## src/hw/fsp_pkg.sv

```systemverilog
package fsp_pkg;
    // clock and pin timing, each time in ns and its derived cycle count
    localparam int CLK_NS = 20;
    localparam int T_SETUP_NS = 40;
    localparam int T_PULSE_NS = 100;
    localparam int T_HOLD_NS = 40;
    localparam int T_RST_NS = 500;
    localparam logic [7:0] SETUP_CYC = 8'((T_SETUP_NS + CLK_NS - 1) / CLK_NS);
    localparam logic [7:0] PULSE_CYC = 8'((T_PULSE_NS + CLK_NS - 1) / CLK_NS);
    localparam logic [7:0] HOLD_CYC = 8'((T_HOLD_NS + CLK_NS - 1) / CLK_NS);
    localparam logic [7:0] RST_CYC = 8'((T_RST_NS + CLK_NS - 1) / CLK_NS);

    // register byte offsets on the ahb-lite port
    localparam logic [7:0] OFF_CTRL = 8'h00;
    localparam logic [7:0] OFF_ADDR = 8'h04;
    localparam logic [7:0] OFF_WDATA = 8'h08;
    localparam logic [7:0] OFF_CMD = 8'h0C;
    localparam logic [7:0] OFF_STAT = 8'h10;
    localparam logic [7:0] OFF_RDATA = 8'h14;

    // field positions
    localparam int CTRL_HV = 0;
    localparam int CTRL_ACK = 1;
    localparam int ST_BUSY = 0;
    localparam int ST_ERR = 1;
    localparam int ST_OVL = 2;
    localparam int ST_RDY = 3;
    localparam int ST_PROT = 4;
    localparam int ST_IND = 5;
    localparam logic [31:0] CTRL_RST = 32'h0000_0000;

    // flash command cycles
    localparam logic [19:0] A_UNLK1 = 20'h00555;
    localparam logic [19:0] A_UNLK2 = 20'h002AA;
    localparam logic [19:0] A_ZERO = 20'h00000;
    localparam logic [15:0] D_UNLK1 = 16'h00AA;
    localparam logic [15:0] D_UNLK2 = 16'h0055;
    localparam logic [15:0] D_ENTER = 16'h0088;
    localparam logic [15:0] D_EXIT = 16'h0090;
    localparam logic [15:0] D_EXIT2 = 16'h0000;
    localparam logic [15:0] D_AUTOSEL = 16'h0090;
    localparam logic [15:0] D_RESET = 16'h00F0;
    localparam logic [15:0] D_PROT = 16'h0060;
    localparam logic [7:0] VERIFY_PROT = 8'h01;
    localparam logic [19:0] FIRST_SECT_LIM = 20'h02000;

    typedef enum logic [2:0] {
        OP_READ = 3'h0, OP_WRITE = 3'h1, OP_ENTER = 3'h2, OP_EXIT = 3'h3,
        OP_VERIFY = 3'h4, OP_PROT = 3'h5, OP_UNPROT = 3'h6, OP_HWRST = 3'h7
    } fsp_op_t;

    typedef enum logic [2:0] {
        S_IDLE = 3'h0, S_LOAD = 3'h1, S_SETUP = 3'h3, S_PULSE = 3'h2,
        S_HOLD = 3'h6, S_RSTP = 3'h4
    } fsp_state_t;
endpackage

```

## src/hw/fsp_host.sv

```systemverilog
// Notes on behaviour
// protected sectors reject program and erase
// unprotecting a sector re-enables program, erase
// protect ops are bus writes under high voltage
// protect all sectors before any unprotect
// high-voltage reset allows writes to protected sectors
// removing high voltage restores earlier protection
// parts ship with all sectors unprotected
// secured region 256 bytes, indicator on bit 7
// customer-lockable part reports indicator zero
// factory-locked part reports indicator one
// overlay active refuses acceleration and bypass
// after enter, first sector reads secured region
// overlay lasts until exit or hardware reset
// serial number sits at region start
// locked secured region can never change
// lock region: enter sequence then protect
// exit overlay before touching the rest; the code refuses only reads and writes outside the first sector
// protection of any sector is readable
// verify read gives 01h protected, 00h not
// outside first sector overlay changes nothing
`timescale 1ns/1ps
`default_nettype none
module fsp_host (
    // clock and reset
    input wire logic clk,
    input wire logic rst_b,
    // ahb-lite slave
    input wire logic hsel,
    input wire logic [31:0] haddr,
    input wire logic [1:0] htrans,
    input wire logic hwrite,
    input wire logic [2:0] hsize,
    input wire logic [31:0] hwdata,
    input wire logic hready,
    output logic hreadyout,
    output logic [31:0] hrdata,
    output logic hresp,
    // flash pins
    output logic [19:0] fl_addr,
    output logic [15:0] fl_dq_o,
    output logic fl_dq_oe,
    input wire logic [15:0] fl_dq_i,
    output logic fl_ce_b,
    output logic fl_oe_b,
    output logic fl_we_b,
    output logic fl_reset_b,
    output logic fl_hv,
    input wire logic fl_ry_by_b
);
    import fsp_pkg::*;

    logic wr_q;
    logic [7:0] wa_q;
    logic [31:0] ctrl_q;
    logic [31:0] addr_q;
    logic [31:0] wdata_q;
    logic [31:0] rdata_q;
    logic [31:0] rdata_d;
    logic err_q;
    logic ovl_q;
    logic ovl_d;
    fsp_op_t op_q;
    fsp_state_t st_q;
    fsp_state_t st_d;
    logic [7:0] cnt_q;
    logic [7:0] cnt_d;
    logic [2:0] idx_q;
    logic [2:0] idx_d;
    logic [19:0] a_d;
    logic [15:0] dq_d;
    logic oe_en_d;
    logic ce_d;
    logic oe_d;
    logic we_d;
    logic rst_d;
    logic [15:0] dq_s;
    logic rdy_s;
    logic [37:0] cur;

    // flash inputs come from outside the clock domain
    fsp_sync #(.W(16)) u_dq_sync (
        .clk(clk), .rst_b(rst_b), .din(fl_dq_i), .dout(dq_s)
    );
    fsp_sync #(.W(1)) u_rdy_sync (
        .clk(clk), .rst_b(rst_b), .din(fl_ry_by_b), .dout(rdy_s)
    );

    // bus decode; zero wait states, never an error answer
    wire take = hsel && htrans[1] && hready;
    wire busy = st_q != S_IDLE;
    wire w_ctrl = wr_q && wa_q == OFF_CTRL;
    wire w_addr = wr_q && wa_q == OFF_ADDR;
    wire w_wdata = wr_q && wa_q == OFF_WDATA;
    wire w_cmd = wr_q && wa_q == OFF_CMD;
    wire w_stat = wr_q && wa_q == OFF_STAT;
    wire hsize_unused = ^hsize;
    assign hreadyout = 1'b1;
    assign hresp = 1'b0;

    // status word shows the sequencer, overlay, ready and flags from the last read data
    wire prot_flag = rdata_q[7:0] == VERIFY_PROT;
    wire [31:0] stat_w = {26'h0, rdata_q[7], prot_flag, rdy_s, ovl_q,
        err_q, busy};
    wire [7:0] ra = haddr[7:0];
    wire [31:0] rd_word = (ra == OFF_CTRL) ? ctrl_q :
        (ra == OFF_ADDR) ? addr_q :
        (ra == OFF_WDATA) ? wdata_q :
        (ra == OFF_STAT) ? stat_w :
        (ra == OFF_RDATA) ? rdata_q : 32'h0000_0000;

    // command acceptance and refusal
    wire fsp_op_t op_new = fsp_op_t'(hwdata[2:0]);
    wire out_sect = addr_q[19:0] >= FIRST_SECT_LIM;
    wire arr_op = op_new == OP_READ || op_new == OP_WRITE;
    wire no_ack = op_new == OP_UNPROT && !ctrl_q[CTRL_ACK];
    wire leave_1st = ovl_q && arr_op && out_sect;
    wire refuse = w_cmd && (busy || no_ack || leave_1st);
    wire go = w_cmd && !refuse;
    wire prot_op = op_q == OP_PROT || op_q == OP_UNPROT;
    wire step_end = st_q == S_HOLD && cnt_q == 8'h00;
    wire last = cur[37];

    // one step of a command: {last, read, address, data}
    function automatic logic [37:0] step_of(input fsp_op_t op,
        input logic [2:0] i, input logic [19:0] a, input logic [15:0] d);
        logic [37:0] s;
        s = {1'b1, 1'b0, a, d};
        case (op)
            OP_READ: s = {1'b1, 1'b1, a, d};
            OP_PROT, OP_UNPROT: s = {1'b1, 1'b0, a, D_PROT};
            OP_ENTER, OP_EXIT, OP_VERIFY: begin
                case (i)
                    3'h0: s = {1'b0, 1'b0, A_UNLK1, D_UNLK1};
                    3'h1: s = {1'b0, 1'b0, A_UNLK2, D_UNLK2};
                    3'h2: begin
                        if (op == OP_ENTER) begin
                            s = {1'b1, 1'b0, A_UNLK1, D_ENTER};
                        end else if (op == OP_EXIT) begin
                            s = {1'b0, 1'b0, A_UNLK1, D_EXIT};
                        end else begin
                            s = {1'b0, 1'b0, A_UNLK1, D_AUTOSEL};
                        end
                    end
                    3'h3: begin
                        if (op == OP_EXIT) begin
                            s = {1'b1, 1'b0, A_ZERO, D_EXIT2};
                        end else begin
                            s = {1'b0, 1'b1, a, d};
                        end
                    end
                    default: s = {1'b1, 1'b0, A_ZERO, D_RESET};
                endcase
            end
            default: s = {1'b1, 1'b0, a, d};
        endcase
        return s;
    endfunction

    assign cur = step_of(op_q, idx_q, addr_q[19:0], wdata_q[15:0]);

    // bus cycle sequencer; write strobe never meets output enable
    always_comb begin
        st_d = st_q;
        cnt_d = cnt_q;
        idx_d = idx_q;
        a_d = fl_addr;
        dq_d = fl_dq_o;
        oe_en_d = fl_dq_oe;
        ce_d = fl_ce_b;
        oe_d = fl_oe_b;
        we_d = fl_we_b;
        rst_d = fl_reset_b;
        rdata_d = rdata_q;
        case (st_q)
            S_IDLE: begin
                if (go && op_new == OP_HWRST) begin
                    st_d = S_RSTP;
                    cnt_d = RST_CYC - 8'h01;
                    rst_d = 1'b0;
                end else if (go) begin
                    st_d = S_LOAD;
                    idx_d = 3'h0;
                end
            end
            S_LOAD: begin
                a_d = cur[35:16];
                dq_d = cur[15:0];
                oe_en_d = !cur[36];
                ce_d = 1'b0;
                cnt_d = SETUP_CYC - 8'h01;
                st_d = S_SETUP;
            end
            S_SETUP: begin
                cnt_d = cnt_q - 8'h01;
                if (cnt_q == 8'h00) begin
                    we_d = cur[36];
                    oe_d = !cur[36];
                    cnt_d = PULSE_CYC - 8'h01;
                    st_d = S_PULSE;
                end
            end
            S_PULSE: begin
                cnt_d = cnt_q - 8'h01;
                if (cnt_q == 8'h00) begin
                    if (cur[36]) begin
                        rdata_d = {16'h0000, dq_s};
                    end
                    we_d = 1'b1;
                    oe_d = 1'b1;
                    cnt_d = HOLD_CYC - 8'h01;
                    st_d = S_HOLD;
                end
            end
            S_HOLD: begin
                cnt_d = cnt_q - 8'h01;
                if (cnt_q == 8'h00) begin
                    ce_d = 1'b1;
                    oe_en_d = 1'b0;
                    idx_d = idx_q + 3'h1;
                    st_d = last ? S_IDLE : S_LOAD;
                end
            end
            S_RSTP: begin
                cnt_d = cnt_q - 8'h01;
                if (cnt_q == 8'h00) begin
                    rst_d = 1'b1;
                    st_d = S_IDLE;
                end
            end
            default: st_d = S_IDLE;
        endcase
    end

    // overlay tracking follows the device: enter sets, exit or reset clears
    always_comb begin
        ovl_d = ovl_q;
        if (go && op_new == OP_HWRST) begin
            ovl_d = 1'b0;
        end else if (step_end && last && op_q == OP_ENTER) begin
            ovl_d = 1'b1;
        end else if (step_end && last && op_q == OP_EXIT) begin
            ovl_d = 1'b0;
        end
    end

    // ahb address phase capture and registered read data
    always_ff @(posedge clk or negedge rst_b) begin
        if (!rst_b) begin
            wr_q <= 1'b0;
            wa_q <= 8'h00;
            hrdata <= 32'h0000_0000;
        end else begin
            wr_q <= take && hwrite;
            wa_q <= haddr[7:0];
            hrdata <= (take && !hwrite) ? rd_word : 32'h0000_0000;
        end
    end

    // software registers; a refusal in the clearing cycle still sets
    always_ff @(posedge clk or negedge rst_b) begin
        if (!rst_b) begin
            ctrl_q <= CTRL_RST;
            addr_q <= 32'h0000_0000;
            wdata_q <= 32'h0000_0000;
            err_q <= 1'b0;
            op_q <= OP_READ;
        end else begin
            if (w_ctrl) ctrl_q <= hwdata;
            if (w_addr) addr_q <= hwdata;
            if (w_wdata) wdata_q <= hwdata;
            if (go) op_q <= op_new;
            err_q <= refuse || (err_q && !(w_stat && hwdata[ST_ERR]));
        end
    end

    // sequencer and pin registers; all pins come straight from flops
    always_ff @(posedge clk or negedge rst_b) begin
        if (!rst_b) begin
            st_q <= S_IDLE;
            cnt_q <= 8'h00;
            idx_q <= 3'h0;
            ovl_q <= 1'b0;
            rdata_q <= 32'h0000_0000;
            fl_addr <= 20'h00000;
            fl_dq_o <= 16'h0000;
            fl_dq_oe <= 1'b0;
            fl_ce_b <= 1'b1;
            fl_oe_b <= 1'b1;
            fl_we_b <= 1'b1;
            fl_reset_b <= 1'b1;
            fl_hv <= 1'b0;
        end else begin
            st_q <= st_d;
            cnt_q <= cnt_d;
            idx_q <= idx_d;
            ovl_q <= ovl_d;
            rdata_q <= rdata_d;
            fl_addr <= a_d;
            fl_dq_o <= dq_d;
            fl_dq_oe <= oe_en_d;
            fl_ce_b <= ce_d;
            fl_oe_b <= oe_d;
            fl_we_b <= we_d;
            fl_reset_b <= rst_d;
            fl_hv <= ctrl_q[CTRL_HV] || (busy && prot_op);
        end
    end
endmodule
`default_nettype wire

```

## src/hw/fsp_sync.sv

```systemverilog
`timescale 1ns/1ps
`default_nettype none
module fsp_sync #(
    parameter int W = 1
) (
    // clock and reset
    input wire logic clk,
    input wire logic rst_b,
    // asynchronous level in, filtered level out
    input wire logic [W-1:0] din,
    output logic [W-1:0] dout
);
    logic [W-1:0] ff1_q;
    logic [W-1:0] ff2_q;
    logic [W-1:0] ff3_q;

    // output follows only once the second and third stage agree
    always_ff @(posedge clk or negedge rst_b) begin
        if (!rst_b) begin
            ff1_q <= '0;
            ff2_q <= '0;
            ff3_q <= '0;
            dout <= '0;
        end else begin
            ff1_q <= din;
            ff2_q <= ff1_q;
            ff3_q <= ff2_q;
            if (ff2_q == ff3_q) begin
                dout <= ff3_q;
            end
        end
    end
endmodule
`default_nettype wire

```

## config.mk

```make
export PLATFORM = sky130hd
export DESIGN_NAME = fsp_host
export DESIGN_NICKNAME = d
export VERILOG_FILES = /design/src/hw/fsp_pkg.sv /design/src/hw/fsp_host.sv /design/src/hw/fsp_sync.sv
export SDC_FILE = /design/constraint.sdc
export NUM_CORES = 1
export LEC_CHECK = 0
export ABC_CLOCK_PERIOD_IN_PS = 2300
export BUFFER_PORTS_ARGS = -buffer_cell sky130_fd_sc_hd__buf_2
export CAP_MARGIN = 20
export CORE_ASPECT_RATIO = 1.2
export CORE_MARGIN = 2
export CORE_UTILIZATION = 50
export CTS_BUF_LIST = sky130_fd_sc_hd__clkbuf_4 sky130_fd_sc_hd__clkbuf_8 sky130_fd_sc_hd__clkbuf_16
export DETAILED_ROUTE_END_ITERATION = 6
export PLACE_DENSITY = 0.81
export RECOVER_POWER = 25
export SLEW_MARGIN = 0
export SYNTH_ARGS = -nofsm -noshare
export SYNTH_HDL_FRONTEND = slang
export SYNTH_HIERARCHICAL = 1
export SYNTH_SLANG_ARGS = --single-unit
```

## constraint.sdc

```tcl
create_clock -name clk -period 2.3 [get_ports clk]
set_clock_uncertainty 0.2 [all_clocks]
set_input_delay 0.23 -clock clk [delete_from_list [all_inputs] [get_ports clk]]
set_output_delay 0.23 -clock clk [all_outputs]
set_load 0.05 [all_outputs]
```

==> results of run 1 <==
-- state kept, by name (all words and copies together), names as in the netlist, 8 cells and up --
name / flops
fl_addr: 20
u_dq_sync/ff2_q: 16
rdata_q: 16
fl_dq_o: 16
addr_q: 32
u_dq_sync/dout: 16
ctrl_q: 32
u_dq_sync/ff1_q: 16
cnt_q: 8
wdata_q: 32
hrdata: 32
u_dq_sync/ff3_q: 16
wa_q: 8
-- per-layer routing --
layer  vias up  GRT usage, %  wire length [µm]
met4         0          9.65               961
met2       304          37.7             13300
li1       3588             -                 -
met3        68          3.03              1640
met5         -             0                 0
met1      3926          29.0             10500
-- how the worst min path moves through the flow --
stage                           from            endpoint  slack [ns]  depth (start not counted)
after global routing      fl_dq_i[9]  u_dq_sync/ff1_q[9]        0.12                          2
after global placement         rst_b    u_rdy_sync/ff1_q        0.01                          1
after floorplan                rst_b           addr_q[0]       -0.27                          0
after CTS                      rst_b    u_rdy_sync/ff1_q        0.05                          2
final                     fl_dq_i[6]  u_dq_sync/ff1_q[6]        0.13                          2
after detailed placement       rst_b    u_rdy_sync/ff1_q        0.02                          1
-- metrics by stage --
step / cell area (µm²) / hold slack, ns
global placement: 12600 / 0.0149
global route: 14300 / 0.118
detailed placement: 12600 / 0.0198
CTS: 14200 / 0.0497
finish: 14300 / 0.126
floorplan: 11300 / -0.266
-- power groups by stage --
| stage | combinational, W | sequential [W] | clock, W |
|---|---|---|---|
| after global placement | 0.000338 | 0.00527 | 0 |
| after CTS | 0.000436 | 0.00520 | 0.00456 |
| final | 0.000427 | 0.00520 | 0.00450 |
| after floorplan | 0.000130 | 0.00526 | 0 |
| after detailed placement | 0.000352 | 0.00529 | 0 |
| after global routing | 0.000473 | 0.00521 | 0.00477 |
-- repair_timing --
| action | CTS | global route |
|---|---|---|
| buffers inserted | 0 | 3 |
| hold buffers | 60 | 0 |
| gates resized for setup | 6 | 21 |
| endpoints found under the hold margin | 407 | 0 |
| pin swaps | 0 | 5 |
| endpoints found under the setup margin | 9 | 83 |
-- logic make-up after synthesis --
kind of cell               count (synthesis)
DFF                                      282
xor gates and xnor gates                  19
AOI/OAI and AO/OA                        142
buffers and inverters                     57
muxes                                    132
other                                      2
adders and majority gates                  9
and+or+nand+nor                          221
-- critical path: cells and delay by family, from the launching register on --
family | cells | cell delay, ns
adder cells (fa/ha/maj) | 3 | 0.63
buffers and inverters | 2 | 0.25
flip-flops | 1 | 0.35
multiplexers | 1 | 0.35
AND/OR/NAND/NOR | 2 | 0.39
-- cell type report --
type	count	area, µm²
Fill cell	1573	8030
Sequential cell	282	7060
Multi-Input combinational cell	525	4080
Timing Repair Buffer	255	1810
Clock buffer	39	810
Tap cell	279	349
Clock inverter	10	111
Inverter	14	52.6
-- placed cells by master, fill, tap and decap left out, drive strengths merged, types with 4 or more instances in the layout --
cell type / netlist / layout
dfrtp: 278 / 278
buf: 20 / 186
mux2: 130 / 130
nand2: 82 / 82
dlygate4sd3: 0 / 60
nor2: 54 / 54
clkbuf: 23 / 48
a21oi: 43 / 43
nand3: 26 / 26
o21ai: 22 / 22
a222oi: 21 / 21
xor2: 18 / 18
inv: 14 / 15
nor3: 12 / 12
a221o: 11 / 11
a31oi: 10 / 10
ha: 7 / 7
nand2b: 6 / 6
a22oi: 6 / 6
nor4: 6 / 6
and3: 5 / 5
nor3b: 5 / 5
clkinv: 0 / 4
dfstp: 4 / 4
a221oi: 4 / 4
nand4: 4 / 4
==> flow_summary_export.csv, run 1 <==
group,metric,value,unit
pwr,peakVddDrop,0.679,mV
routing,first_pass_iters,6,
worst_setup_path,r2r_end,"rdata_q[3]",
worst_setup_path,required,2.53,ns
logic_synthesis,ys.warnings.count,6,
place,portBuffers,136,
run_status,status,"complete, but fails checks",
logic_synthesis,synth_xor_area_share,1.48,%
routing,drt_iter0_drc,612,
finish,nNetsFinal,1203,
pwr,p_leak,6.71,nW
worst_setup_path,slowest_stage,"dfrtp_1",
floorplanning,die-area,23800,µm²
cts,cts_tree,"yes",
pwr,p_int,0.00798,W
logic_synthesis,ys_top_cells_by_area,"dfrtp_1, mux2_2, nand2_1",
global_routing,antenna_found_initial,0,
global_routing,grt_pass1_wl,42400,µm
routing,ant_nets,0,
pwr,p_switching,0.00215,W
place,preCtsSetupSlack,-0.0460,ns
pwr,switching_share,21.2,%
worst_hold_path,hold_class,"in2reg",
sta,worstMarginPinSlew,1.81,ns
cts,clkLatencyLatePin,0.54,ns
logic_synthesis,synthTopCellsByCount,"dfrtp_1, mux2_2, nand2_1",
routing,vias,7886,
finish,utilization,64.0,%
logic_synthesis,synthArstFlopShare,100,%
sta,maxSlewHeadroom,-20.6,%
cts,clkTransAtPathRegs,0.06,ns
worst_setup_path,critical_path.startpoint,"idx_q[1]",
logic_synthesis,synth_top_area_cell,"dfrtp_1",
pwr,power_frac_seq,51.4,%
floorplanning,start_util,50.6,%
floorplanning,fp.dieH,169,µm
finish,final_cell_count_no_fill,1404,
worst_setup_path,cp_cell_sequence,"ha_2 -> ha_4 -> inv_2 -> maj3_2 -> or2_4 -> nor3_4 -> buf_12 -> mux2_2",
worst_setup_path,start_kind,"flip-flop",
floorplanning,fp.coreArea,22300,µm²
logic_synthesis,synth-simple-area-share,9.77,%
logic_synthesis,syn_area_per_cell,13.1,µm²
worst_setup_path,arrival,2.53,ns
logic_synthesis,synth_top_area_share,61.7,%
finish,n_antenna_cell,0,
logic_synthesis,synth_fp_nets,962,
cts,clkSinkCount,282,
worst_setup_path,endpoint_kind,"flip-flop",
worst_setup_path,path_class,"reg2reg",
worst_setup_path,worstReg2RegStart,"idx_q[1]",
cts,h-tree-depth,1,
logic_synthesis,synth_mux_area_share,13.8,%
logic_synthesis,synthCells,864,
logic_synthesis,synth_flop_cell,"dfrtp_1",
sta,drv_slew,61,
routing,routed_wl,26300,µm
place,hpwlAfterDp,17600,µm
worst_setup_path,cp_max_fo,16,
worst_setup_path,max_stage_delay,0.35,ns
sta,fin_setup_tns,-0.00667,ns
cts,cts_max_path_buffers,3,
routing,avgViaCountPerCell,5.62,
global_routing,grt_use_total,22.3,%
cts,cts_buffers,27,
logic_synthesis,post-synth-top-count-cell,"dfrtp_1",
floorplanning,die_w,141,µm
finish,syn_to_final_growth,26.5,%
pwr,p_clk_share,44.4,%
sta,hold_viol,0,
logic_synthesis,synth-edff-count,0,
logic_synthesis,synth_area,11300,µm²
cts,cts_root_buffer,"clkbuf_16",
pwr,powerDensity,710,nW/µm²
place,dp_cells,1292,
logic_synthesis,ys_seq_elements,282,
pwr,power,0.0101,W
logic_synthesis,synth_compound_area_share,8.96,%
sta,setup_slack,-0.00667,ns
pwr,share_comb_of_total_power,4.2,%
sta,fin_crit_sh,100,%
sta,rsz0062_at_grt,"true",
global_routing,grt_pass1_vias,8153,
global_routing,grt.overflow.total,0,
routing,routedWlPerCell,18.7,µm
sta,max_freq,434,MHz
place,globalplace.congestion,0.884,
floorplanning,pin_count,167,
sta,setup_viol,1,
sta,layout_min_cycle_time,2.31,ns
routing,drc,0,
floorplanning,rows,60,
logic_synthesis,synth_adder_area_share,0.976,%
logic_synthesis,synthDistinctLibCells,70,
worst_setup_path,reg2reg_setup_slack,-0.007,ns
run_status,violations,"capacitance limit, slew limit, setup timing",
worst_setup_path,r2r_cells,8,
logic_synthesis,seq_area_frac_synth,62.6,%
run,maxCapViolations,1,
finish,drive_gt1_share,36.4,%
logic_synthesis,synth_top_family_by_area,"multiplexers",
worst_setup_path,critPathCapture,"rdata_q[3]",
global_routing,grt_max_degree,66,
No activity file was read; power rests on OpenSTA's default activity.
==> run 2: changes to the inputs <==
--- a/config.mk
+++ b/config.mk
@@ -11,7 +11,7 @@
 export CORE_ASPECT_RATIO = 1.2
 export CORE_MARGIN = 2
 export CORE_UTILIZATION = 50
-export CTS_BUF_LIST = sky130_fd_sc_hd__clkbuf_4 sky130_fd_sc_hd__clkbuf_8 sky130_fd_sc_hd__clkbuf_16
+export CTS_BUF_LIST = sky130_fd_sc_hd__clkbuf_8
 export DETAILED_ROUTE_END_ITERATION = 6
 export PLACE_DENSITY = 0.81
 export RECOVER_POWER = 25
==> run 2 against run 1 <==
Net effect: the run ends with capacitance limit, slew limit left; critical path depth unchanged; non-clock buffer count unchanged; global-route usage rose by 0.56 points; sequential share of layout area rose by 0.15 points; clock power down 8.9%.
==> flow_summary_export.csv, run 2 (synthesis results as in run 1) <==
group,metric,value,unit
finish,design_area,14200,µm²
global_routing,antenna_found_initial,0,
sta,fin_crit_sh,99.8,%
cts,cts_buffers,43,
sta,setup_viol,0,
floorplanning,rows,60,
place,dp_cells,1292,
routing,drt_iter0_drc,665,
place,portBuffers,136,
finish,n_antenna_cell,0,
sta,hold_slack,0.121,ns
floorplanning,fp.coreArea,22300,µm²
place,globalplace.congestion,0.884,
sta,drv_slew,61,
worst_setup_path,r2r_end,"rdata_q[4]",
worst_hold_path,min_to,"u_dq_sync/ff1_q[10]",
cts,h-tree-depth,2,
worst_hold_path,hold_class,"in2reg",
worst_setup_path,start_kind,"flip-flop",
sta,rsz0062_at_grt,"true",
cts,clkSinkCount,282,
finish,final_cell_count_no_fill,1433,
pwr,powerDensity,684,nW/µm²
pwr,peakVddDrop,0.599,mV
routing,routed_wl,26700,µm
global_routing,grt.overflow.total,0,
floorplanning,start_util,50.6,%
run,maxCapViolations,1,
global_routing,grt_max_degree,66,
floorplanning,die-area,23800,µm²
cts,clkTransAtPathRegs,0.06,ns
cts,cts_max_path_buffers,3,
routing,vias,7991,
cts,cts_tree,"yes",
finish,syn_to_final_growth,26.1,%
routing,first_pass_iters,5,
finish,final_cell_mix,"dfrtp_1, buf_2, mux2_2",
cts,cts_root_buffer,"clkbuf_8",
place,hpwlAfterDp,17600,µm
sta,maxSlewHeadroom,-17.9,%
worst_setup_path,endpoint_kind,"flip-flop",
place,place_area,12600,µm²
worst_setup_path,reg2reg_setup_slack,0.005,ns
worst_setup_path,cp_max_fo,16,
floorplanning,die_w,141,µm
finish,layout_commonest_cell,"dfrtp_1",
worst_setup_path,r2r_cells,8,
pwr,p_clk_share,42.2,%
sta,layout_min_cycle_time,2.30,ns
routing,drc,0,
pwr,p_int,0.00754,W
sta,hold_viol,0,
finish,drive_gt1_share,36.4,%
routing,avgViaCountPerCell,5.58,
worst_setup_path,path_class,"reg2reg",
floorplanning,pin_count,167,
worst_setup_path,worstReg2RegStart,"idx_q[1]",
sta,worstMarginPinSlew,1.77,ns
finish,fill_cells,1600,
floorplanning,fp.dieH,169,µm
worst_hold_path,whs_path_depth,2,
run_status,status,"complete, but fails checks",
pwr,p_switching,0.00219,W
finish,nNetsFinal,1219,
cts,clkLatencyLatePin,0.54,ns
sta,max_freq,436,MHz
routing,ant_nets,0,
pwr,power_frac_seq,53.5,%
pwr,share_comb_of_total_power,4.4,%
worst_hold_path,min_from,"fl_dq_i[10]",
global_routing,grt_use_total,22.8,%
global_routing,grt_pass1_wl,43000,µm
routing,routedWlPerCell,18.6,µm
worst_setup_path,arrival,2.52,ns
run_status,violations,"capacitance limit, slew limit",
pwr,p_leak,6.77,nW
global_routing,grt_pass1_vias,8335,
pwr,switching_share,22.6,%
worst_setup_path,required,2.52,ns
run 2: cell count changes in the layout (fill, tap and decap cells not counted), sizes merged:
cell	delta
buf	-1
clkbuf	+11
clkinv	-1
clkinvlp	-2
dlygate4sd3	+1
inv	+21
run 2: how the worst max path moves through the flow:
stage,from,to,cells after the start
global route,idx_q[1],rdata_q[4],8
floorplan,idx_q[0],rdata_q[10],8
CTS,idx_q[1],rdata_q[0],8
finish,idx_q[1],rdata_q[4],8
detailed placement,idx_q[1],fl_dq_o[3],8
global placement,idx_q[1],fl_dq_o[3],8
run 2: power groups by stage:
| stage | sequential, W | combinational [W] | clock, W |
|---|---|---|---|
| 4_1_cts | 0.00520 | 0.000434 | 0.00419 |
| 6_report | 0.00520 | 0.000426 | 0.00410 |
| 2_1_floorplan | 0.00526 | 0.000130 | 0 |
| 3_5_place_dp | 0.00529 | 0.000352 | 0 |
| 5_1_grt | 0.00521 | 0.000473 | 0.00442 |
| 3_3_place_gp | 0.00527 | 0.000338 | 0 |
run 2: what timing repair did:
item                                    in CTS  in global routing
hold endpoints to repair                   408                  0
resized for setup                            7                 24
setup buffers                                0                  2
hold buffers                                61                  0
pin swaps                                    0                  4
endpoints found under the setup margin      12                 67
run 2: critical path, stage by stage, from the launching register on:
cell	delay, ns
dfrtp_1	0.35
ha_2	0.20
ha_4	0.13
inv_2	0.04
maj3_2	0.30
or2_4	0.24
nor3_4	0.15
buf_12	0.21
mux2_4	0.32
run 2: stage by stage:
step                      power [W]  TNS (ns)  setup slack [ns]  utilization [%]
final                       0.00973         0           0.00489             63.8
after global routing         0.0101     -1.68           -0.0895             63.8
after CTS                   0.00982   -0.0312           -0.0160             63.4
after detailed placement    0.00564   -0.0679           -0.0460             56.7
after global placement      0.00561         0            0.0149             56.7
after floorplan             0.00539    -0.748           -0.0748                -
run 2: layout make-up:
type	count	area (µm²)	share of cell area, %
Clock inverter	28	183	1.28
Sequential cell	282	7060	49.6
Multi-Input combinational cell	525	4100	28.8
Timing Repair Buffer	255	1790	12.6
Tap cell	279	349	2.45
Clock buffer	50	688	4.84
Inverter	14	52.6	0.369
run 2: per-layer routing:
layer | share of wire (%) | track usage, % | up-vias | wire length, µm
li1 | - | - | 3643 | -
met1 | 39 | 28.7 | 3959 | 10400
met2 | 50 | 37.8 | 311 | 13500
met3 | 6.1 | 4.44 | 78 | 1640
met4 | 4.3 | 11.8 | 0 | 1140
met5 | 0 | 0 | - | 0
